File: config.mk
export PLATFORM = sky130hd
export DESIGN_NAME = rei_encoder_ctrl
export DESIGN_NICKNAME = d
export VERILOG_FILES = /design/src/rtl/rei_pkg.sv /design/src/rtl/rei_encoder_ctrl.sv /design/src/rtl/rei_noise_filter.sv
export SDC_FILE = /design/constraint.sdc
export NUM_CORES = 1
export LEC_CHECK = 0
export BUFFER_PORTS_ARGS = -buffer_cell sky130_fd_sc_hd__buf_2
export CAP_MARGIN = 10
export CORE_MARGIN = 2
export CORE_UTILIZATION = 52
export CTS_CLUSTER_DIAMETER = 150
export DETAILED_ROUTE_END_ITERATION = 6
export PLACE_DENSITY = 0.77
export RECOVER_POWER = 100
export SLEW_MARGIN = 15
export SYNTH_ARGS = -nofsm -noshare
export SYNTH_HDL_FRONTEND = slang
export SYNTH_SLANG_ARGS = --single-unit
File: constraint.sdc
create_clock -name ref_clk -period 1.93 [get_ports ref_clk]
set_input_delay 0.386 -clock ref_clk [delete_from_list [all_inputs] [get_ports ref_clk]]
set_output_delay 0.386 -clock ref_clk [all_outputs]
set_load 0.005 [all_outputs]
File: src/rtl/rei_pkg.sv
// constants and carrier types for the rotary encoder input control
package rei_pkg;
    localparam int POS_W = 24;
    localparam int FILT_W = 7;
    localparam int DIV_W = 8;
    localparam int PHASES = 3;
    localparam logic [POS_W-1:0] POS_RESET = 24'h00_0000;
    localparam logic [DIV_W-1:0] DIV_RESET = 8'h00;
    localparam logic [FILT_W-1:0] FILT_RESET = 7'h00;
    localparam logic [1:0] FILT_OFF = 2'h0;
    localparam logic [FILT_W-1:0] FILT_CYC_1 = 7'h1f;
    localparam logic [FILT_W-1:0] FILT_CYC_2 = 7'h3f;
    localparam logic [FILT_W-1:0] FILT_CYC_3 = 7'h7f;
    localparam logic [1:0] MODE_ENCODER = 2'h0;
    localparam logic [1:0] MODE_SENSOR_EVT = 2'h1;
    localparam logic [1:0] MODE_SENSOR_TMR = 2'h2;
    localparam logic [1:0] MODE_TIMER = 2'h3;
    localparam int PH_A = 0;
    localparam int PH_B = 1;
    localparam int PH_Z = 2;

    typedef struct packed {
        logic run;
        logic [1:0] filter_width_sel;
        logic intAllow;
        logic [2:0] pulseDivSel;
        logic [1:0] funcSel;
        logic indexPhaseEn;
        logic three_phase_sel;
        logic compareEn;
        logic [POS_W-1:0] compareValue;
    } rei_cfg_t;

    typedef struct packed {
        logic [POS_W-1:0] position;
        logic matchFlag;
        logic dirFault;
        logic indexSeen;
        logic turn_direction;
    } rei_stat_t;
endpackage

File: src/rtl/rei_encoder_ctrl.sv
// rotary encoder and hall sensor input control
`timescale 1ns/1ps
module rei_encoder_ctrl
    import rei_pkg::*;
(
    input wire logic ref_clk,
    input wire logic rst,
    input wire rei_cfg_t cfg,
    input wire logic counterWipe,
    input wire logic matchRead,
    input wire logic faultRead,
    input wire logic [PHASES-1:0] phasePin,
    output rei_stat_t stat,
    output logic irq
);
    logic [PHASES-1:0] sync1;
    logic [PHASES-1:0] sync2;
    logic [PHASES-1:0] filtered;
    logic [PHASES-1:0] prevPh;
    logic [PHASES-1:0] chg;
    logic [PHASES-1:0] rise;
    logic [PHASES-1:0] hallChg;
    logic running;
    logic next_running;
    logic [DIV_W-1:0] divCnt;
    logic [DIV_W-1:0] next_div;
    logic [DIV_W-1:0] divLast;
    rei_stat_t next_stat;
    logic next_irq;
    logic cntEv;
    logic zEv;
    logic faultSet;
    logic up;
    logic divPulse;
    logic matchSet;

    // pins cross into the clock domain
    always_ff @(posedge ref_clk) begin
        if (rst) begin
            sync1 <= '0;
            sync2 <= '0;
            prevPh <= '0;
        end else begin
            sync1 <= phasePin;
            sync2 <= sync1;
            prevPh <= filtered;
        end
    end

    genvar gi;
    generate
        for (gi = 0; gi < PHASES; gi++) begin : g_filt
            rei_noise_filter u_filt (
                .ref_clk(ref_clk),
                .rst(rst),
                .widthSel(cfg.filter_width_sel),
                .din(sync2[gi]),
                .dout(filtered[gi])
            );
        end
    endgenerate

    assign chg = filtered ^ prevPh;
    assign rise = filtered & ~prevPh;
    assign hallChg = chg & {cfg.three_phase_sel, 2'h3};
    assign up = prevPh[PH_A] ^ filtered[PH_B];
    assign divLast = 8'(8'h01 << cfg.pulseDivSel) - 8'h01;

    always_comb begin
        next_stat = stat;
        next_div = divCnt;
        next_running = cfg.run & (running | ~stat.indexSeen);
        cntEv = 1'b0;
        zEv = 1'b0;
        faultSet = 1'b0;
        divPulse = 1'b0;
        matchSet = 1'b0;
        if (running && cfg.run) begin
            case (cfg.funcSel)
                MODE_ENCODER: begin
                    cntEv = chg[PH_A] | chg[PH_B];
                    faultSet = chg[PH_A] & chg[PH_B];
                    zEv = cfg.indexPhaseEn & rise[PH_Z];
                    if (cntEv && !faultSet) begin
                        next_stat.turn_direction = up;
                        next_stat.position = up ? stat.position + 24'h00_0001 : stat.position - 24'h00_0001;
                    end
                end
                MODE_SENSOR_EVT: begin
                    cntEv = |hallChg;
                    if (cntEv) begin
                        next_stat.turn_direction = up;
                        next_stat.position = stat.position + 24'h00_0001;
                    end
                end
                MODE_SENSOR_TMR: begin
                    cntEv = |hallChg;
                    next_stat.position = cntEv ? POS_RESET : stat.position + 24'h00_0001;
                end
                MODE_TIMER: begin
                    zEv = cfg.indexPhaseEn & rise[PH_Z];
                    next_stat.position = stat.position + 24'h00_0001;
                end
                default: begin
                end
            endcase
            // index edge wins over a coincident count
            if (zEv) begin
                next_stat.position = POS_RESET;
                next_stat.indexSeen = 1'b1;
            end
            if (cntEv) begin
                if (divCnt == DIV_RESET) begin
                    next_div = divLast;
                    divPulse = 1'b1;
                end else begin
                    next_div = divCnt - 8'h01;
                end
            end
            matchSet = cfg.compareEn && (stat.position == cfg.compareValue);
        end
        // a set in the same cycle as a read wins
        if (matchRead) begin
            next_stat.matchFlag = 1'b0;
        end
        if (matchSet) begin
            next_stat.matchFlag = 1'b1;
        end
        if (faultRead) begin
            next_stat.dirFault = 1'b0;
        end
        if (faultSet) begin
            next_stat.dirFault = 1'b1;
        end
        if (!cfg.run) begin
            next_div = DIV_RESET;
            next_stat.matchFlag = 1'b0;
            next_stat.dirFault = 1'b0;
            next_stat.indexSeen = 1'b0;
            next_stat.turn_direction = 1'b0;
        end
        if (counterWipe) begin
            next_stat.position = POS_RESET;
        end
        next_irq = cfg.intAllow & (divPulse | (matchSet & ~stat.matchFlag));
    end

    always_ff @(posedge ref_clk) begin
        if (rst) begin
            stat <= '0;
            divCnt <= DIV_RESET;
            running <= 1'b0;
            irq <= 1'b0;
        end else begin
            stat <= next_stat;
            divCnt <= next_div;
            running <= next_running;
            irq <= next_irq;
        end
    end
endmodule

File: src/rtl/rei_noise_filter.sv
// one phase input noise filter
`timescale 1ns/1ps
module rei_noise_filter
    import rei_pkg::*;
(
    input wire logic ref_clk,
    input wire logic rst,
    input wire logic [1:0] widthSel,
    input wire logic din,
    output logic dout
);
    logic [FILT_W-1:0] cnt;
    logic [FILT_W-1:0] next_cnt;
    logic next_dout;
    logic [FILT_W-1:0] limit;

    always_comb begin
        case (widthSel)
            2'h1: limit = FILT_CYC_1;
            2'h2: limit = FILT_CYC_2;
            default: limit = FILT_CYC_3;
        endcase
        next_cnt = FILT_RESET;
        next_dout = dout;
        if (widthSel == FILT_OFF) begin
            next_dout = din;
        end else if (din != dout) begin
            // level must stay for the full width before it passes
            if (cnt >= limit - 7'h01) begin
                next_dout = din;
            end else begin
                next_cnt = cnt + 7'h01;
            end
        end
    end

    always_ff @(posedge ref_clk) begin
        if (rst) begin
            cnt <= FILT_RESET;
            dout <= 1'b0;
        end else begin
            cnt <= next_cnt;
            dout <= next_dout;
        end
    end
endmodule

* Yosys cells after proc, flatten, opt, wreduce, memory -nomap -nowiden
Cells that the tools add are included.
** Storage, ports and cells
- Bits in registers :: 71
- Logic and storage cells :: 126
- Output and inout port bits :: 29
- Input port bits :: 44
** Cells by class
- Mux-type cells :: 34
- Eq/ne operators :: 13
- Shift-type cells :: 1
- Bitwise operators :: 19
- $add $sub $neg :: 8
- Reductions and logical operators :: 31
- Magnitude comparators :: 3
** Operators with widths (number)
- $mux 24 :: 5
- $pmux 24 s4 :: 1
- $add 24x1->24 const B :: 1
- $eq 24x24->1 :: 1
- $mux 1 :: 24
- $sub 24x1->24 const B :: 1
- $add 7x1->7 const B :: 3
- $ge 7x7->1 :: 3
- $reduce_bool 2->1 :: 9
- $sub 8x1->8 const B :: 2
- $pmux 7 s2 :: 1
- $reduce_or 4->1 :: 3
- $reduce_and 2->1 :: 5
- $logic_not 8->1 :: 1
- $mux 8 :: 1
- $reduce_or 2->1 :: 4
- $shl 1x3->8 const A :: 1
- $sub 7x1->7 const B :: 1
- $and 3x3->3 :: 2
- $eq 2x2->1 const B :: 3
- $ne 3x3->1 const B :: 2
- $not 1->1 :: 6
- $and 1x1->1 :: 5
- $eq 2x1->1 const B :: 2
- other kinds (13) :: 22

* Logic depth before layout (Yosys ltp)
- Word-level depth :: 9
- Gate-level depth with buffers :: 10
- Depth with buffers taken out :: 9

* Modules after synthesis
From an unflattened synthesis, not the netlist that was laid out.
** Second synthesis, totals
- Cells, all modules :: 572
- Area total of the unflattened synthesis :: 4546.9 sq um
** By module, submodules not included
- rei_encoder_ctrl :: cells an instance 422, area each 3225.6 sq um, seq. area each 940.9 sq um, instances 1
- rei_noise_filter :: cells an instance 50, area each 440.4 sq um, seq. area each 160.2 sq um, instances 3

* Least setup slack after synthesis
OpenSTA, ideal clock, no wires.
- Path type :: in2reg
- Start :: input cfg[27] in the netlist's numbering
- End :: register stat[25] in the netlist's numbering
- Required time :: 1858 ps
- Arrival time :: 1992 ps
- Cell stages on the path :: 7
- Path buffers :: 1
- Library setup time :: 72 ps
- Slack :: -134 ps
- Cell sequence :: inv_1 -> ha_1 -> clkbuf_1 -> nand3_1 -> or4_1 -> a21oi_1 -> a2bb2oi_1
** On the way
- Cells in the longest elaborated chain, start to end :: 6
- Elaborated cells on any way between the ends :: 12
- Those cells by class :: 5 x eq/ne; 4 x mux; 3 x reduce/logical
** RTL lines
- start: declaration :: line rei_encoder_ctrl.sv:8 : input wire rei_cfg_t cfg,
- $eq 2x2->1 / $logic_not 2->1 (equally long branches) :: line rei_encoder_ctrl.sv:79 : case (cfg.funcSel)
- $reduce_or 2->1 (no source line)
- $mux 1
- $mux 1 :: line rei_encoder_ctrl.sv:78 : if (running && cfg.run) begin
- $ne 3x3->1 (no source line)
- $reduce_and 3->1 (no source line)
- end signal: assignment :: line rei_encoder_ctrl.sv:155 : stat <= next_stat;
- end: declaration :: line rei_encoder_ctrl.sv:13 : output rei_stat_t stat,
Parallel ways exist; a longest one is shown, timed or not. The select of a mux whose other input is x is not followed.
A chain may end at the register's enable or synchronous reset.

* Worst setup path after layout
- Start :: register g_filt[0].u_filt.dout
- End :: register divCnt[5]
** On the way
- Cells in the longest elaborated chain, start to end :: 6
- Elaborated cells on any way between the ends :: 7
- Those cells by class :: 2 x mux; 3 x bitwise; 2 x reduce/logical
** RTL lines
- start: declaration :: line rei_noise_filter.sv:10 : output logic dout
- start signal: assignment :: line rei_noise_filter.sv:43 : dout <= next_dout;
- $xor 3x3->3 (*) :: line rei_encoder_ctrl.sv:63 : assign chg = filtered ^ prevPh;
- $and 3x3->3 :: line rei_encoder_ctrl.sv:65 : assign hallChg = chg & {cfg.three_phase_sel, 2'h3};
- $reduce_or 3->1 :: line rei_encoder_ctrl.sv:90, rei_encoder_ctrl.sv:97
- $pmux 1 s2 (*) :: line rei_encoder_ctrl.sv:79
- $mux 1 (*) :: line rei_encoder_ctrl.sv:78
- $reduce_and 2->1 (no source line) (*)
- end signal: assignment :: line rei_encoder_ctrl.sv:156 : divCnt <= next_div;
- end: declaration :: line rei_encoder_ctrl.sv:25 : logic [DIV_W-1:0] divCnt;
Mark *: on every way between the ends. The rest lies on a longest branch, timed or not. The select of a mux whose other input is x is not followed.

==> out/qor_table.md <==
| Result | This run | Unit |
|---|---|---|
| Number of enable flip-flop cells after synthesis | 0 | - |
| Depth of the worst hold-timing path | 2 | - |
| Critical Path End Type | register | - |
| First DRT Iteration DRCs | 516 | - |
| Overall Power | 3800 | uW |
| Area Growth Syn to Fin | 44.3 | % |
| Total via count in the routed design | 5142 | - |
| Unique masters post-synth | 67 | - |
| Root buffer selected by CTS | clkbuf_8 | - |
| Number of buffers added by the clock tree synthesis step | 9 | - |
| Drt via density | 6.23 | - |
| Count of mapped cells out of synthesis | 545 | - |
| Clock latency on the worst-skew pair | 370 | ps |
| Number of violations of the max-capacitance limit | 0 | - |
| Routability congestion estimate from global placement | 0.978 | - |
| Class of the most critical hold timing path | in2reg | - |
| Final wirelength | 16.1 | mm |
| Antenna diode count | 0 | - |
| Sum of net half-perimeters after detailed placement | 10.3 | mm |
| Worst-path maximum fanout | 4 | - |
| Cell area after synthesis | 0.00451 | mm^2 |
| Synthesized netlist net count | 615 | - |
| Pin count of the biggest net entering global routing | 18 | - |
| Slew headroom | 49.3 | % |
| Post-route ant nets | 0 | - |
| Power density of the placed cells | 584 | mW/mm^2 |
| Utilization after layout | 78.4 | % |
| Slew at the pin closest to its max-slew limit | 761 | ps |
| CTS Hold Buffers Added | 0 | - |
| Required time of the critical path | 2200 | ps |
| Startpoint-to-endpoint class of the critical path | reg2reg | - |
| Number of antenna violations at the first check in global routing | 0 | - |
| Iteration count of the initial detailed-routing pass | 6 | - |
| Post-route setup slack | -208 | ps |
| Setup repair after global routing missed its margin | true | - |
| Post-Route Skew | 9.33 | ps |
| Number of remaining DRC errors | 0 | - |
| Violations in the final reports | negative setup slack | - |
| Setup violators final | 28 | - |
| Synthesized area per cell | 8.28 | um^2 |
| Count of final max-slew check failures | 0 | - |
| Leftover overflow at the end of global routing | 0 | - |
| Number of nets in the final layout | 787 | - |
| Total negative slack | -2570 | ps |
| Final period util | 111 | % |
| Non-filler cells, final | 826 | - |
| Most common cell after layout, fill and taps aside | buf_4 | - |
| Row cnt | 33 | - |
| I/O pin total | 73 | - |
| Timing-limited maximum frequency | 468 | MHz |
| Quantity of I/O buffers inserted on ports | 72 | - |
| GRT Total Usage | 29.9 | % |
| Seq/Total Area, Yosys | 31.5 | % |
| Starting utilization of the core area | 54.3 | % |
| Area of the placeable core | 0.00830 | mm^2 |
| Leakage component of the power | 0.00267 | uW |
| Tmin final | 2140 | ps |
| CTS tree | built | - |
| Asr flop ratio synth | 0 | % |
| Dominant register cell in the synthesized netlist | dfxtp_1 | - |
| CP Data Arrival Time | 2410 | ps |
| Depth of the worst register-to-register path | 7 | - |
| Largest vdd supply drop | 0.382 | mV |
| Count of warnings emitted by yosys | 0 | - |
| H-Tree Level Count | 3 | - |
| Final hold violations | 0 | - |
| Fraction of final layout cells with drive strength greater than 1 | 41.7 | % |
| Status | finished with violations | - |
| Vert. Die Dim | 97.1 | um |
| Max Buffers Root-to-Sink | 2 | - |
| Die area | 0.00944 | mm^2 |
| CTS clk-pin slew, worst paths | 70 | ps |
| Nature of the critical path startpoint | register | - |
| DR WL/cell | 19.5 | um |
| Most frequent cells in the layout | buf_4, buf_2, dfxtp_1 | - |
| Wire length of the first global-routing pass | 22.9 | mm |
| Clock sinks | 71 | - |
| Inst Count DP | 791 | - |
| Vias in the first global route | 4608 | - |
| Fin Hold WS | 249 | ps |
| Count of state elements after synthesis | 71 | - |
| Die Wd | 97.1 | um |
[where the power goes]
part	switching (uW)	leakage [uW]	internal, uW
logic	454	0.00198	425
clock network	612	0.000101	755
registers	45.9	0.000583	1510
[metrics by stage]
| step | setup WS (ps) | area, um^2 |
|---|---|---|
| after floorplan | -27.0 | 4610 |
| after global placement | -240 | 5680 |
| after detailed placement | -329 | 5680 |
| after CTS | -14.6 | 6150 |
| after global routing | -285 | 6510 |
| final | -208 | 6510 |
[synthesized netlist by cell type (9+ instances only)]
master	n	area [um^2]
a21o_1	10	75.1
a21oi_1	20	100
a31oi_1	12	75.1
clkbuf_1	18	67.6
dfxtp_1	71	1420
ha_1	26	325
inv_1	26	97.6
nand2_1	33	124
nand3_1	24	120
nand4_1	13	81.3
nor2_1	55	206
nor2b_1	12	75.1
nor3_1	20	100
nor4_1	9	56.3
o21ai_0	15	75.1
or3_1	15	93.8
xnor2_1	33	289
xor2_1	14	123
[path summary, 6_finish.rpt]
path	startpoint	end	slack, ps
max	g_filt[0].u_filt.dout	divCnt[5]	-210
min	phasePin[2]	sync1[2]	250
max reg2reg	g_filt[0].u_filt.dout	divCnt[5]	-210
min reg2reg	sync1[0]	sync2[0]	440
[sequential cells by signal, summed over array words and instances (netlist names)]
signal and count:
sync2 3, irq 1, prevPh 3, divCnt 8
running 1, sync1 3, stat 28, g_filt.u_filt.cnt 21
g_filt.u_filt.dout 3
[metal layers]
| metal | share of wire, % | wire, um | up-vias | GRT usage, % |
|---|---|---|---|---|
| met5 | 0 | 0 | - | 0 |
| met4 | 4.6 | 737 | 0 | 10.2 |
| met3 | 9.1 | 1460 | 76 | 5.54 |
| met2 | 46 | 7440 | 325 | 47.5 |
| met1 | 40 | 6490 | 2420 | 41.0 |
| li1 | - | - | 2321 | - |
[worst max-delay path: stages (launching register included)]
cell and delay [ps]:
dfxtp_2 360, xor2_2 200, inv_2 90, ha_4 210, a2111oi_4 530, nand3_2 170, a2111o_1 330, a21oi_1 150
[repair_timing]
| action | in CTS | in global routing |
|---|---|---|
| endpoints found under the setup margin | 29 | 38 |
| buffers inserted | 7 | 12 |
| hold endpoints to repair | 0 | 0 |
| resized for setup | 52 | 57 |
| pin swaps | 26 | 25 |
| cloned | 0 | 2 |
[final cells by class]
class	count	area (um^2)
Multi-Input combinational cell	417	3290
Fill cell	567	1790
Sequential cell	71	1450
Timing Repair Buffer	192	1320
Clock buffer	10	138
Tap cell	105	131
Inverter	26	100
Clock inverter	5	82.6
[cell families after synthesis]
family | after synthesis | share of synthesized area (%)
AO/OA/AOI/OAI | 116 | 18.4
buffers and inverters | 57 | 5.82
multiplexers | 5 | 1.11
adder cells (fa/ha/maj) | 26 | 7.21
XOR/XNOR | 47 | 9.13
AND/OR/NAND/NOR | 223 | 26.8
flip-flops | 71 | 31.5
Note: power is estimated with default switching activity, not from simulation.
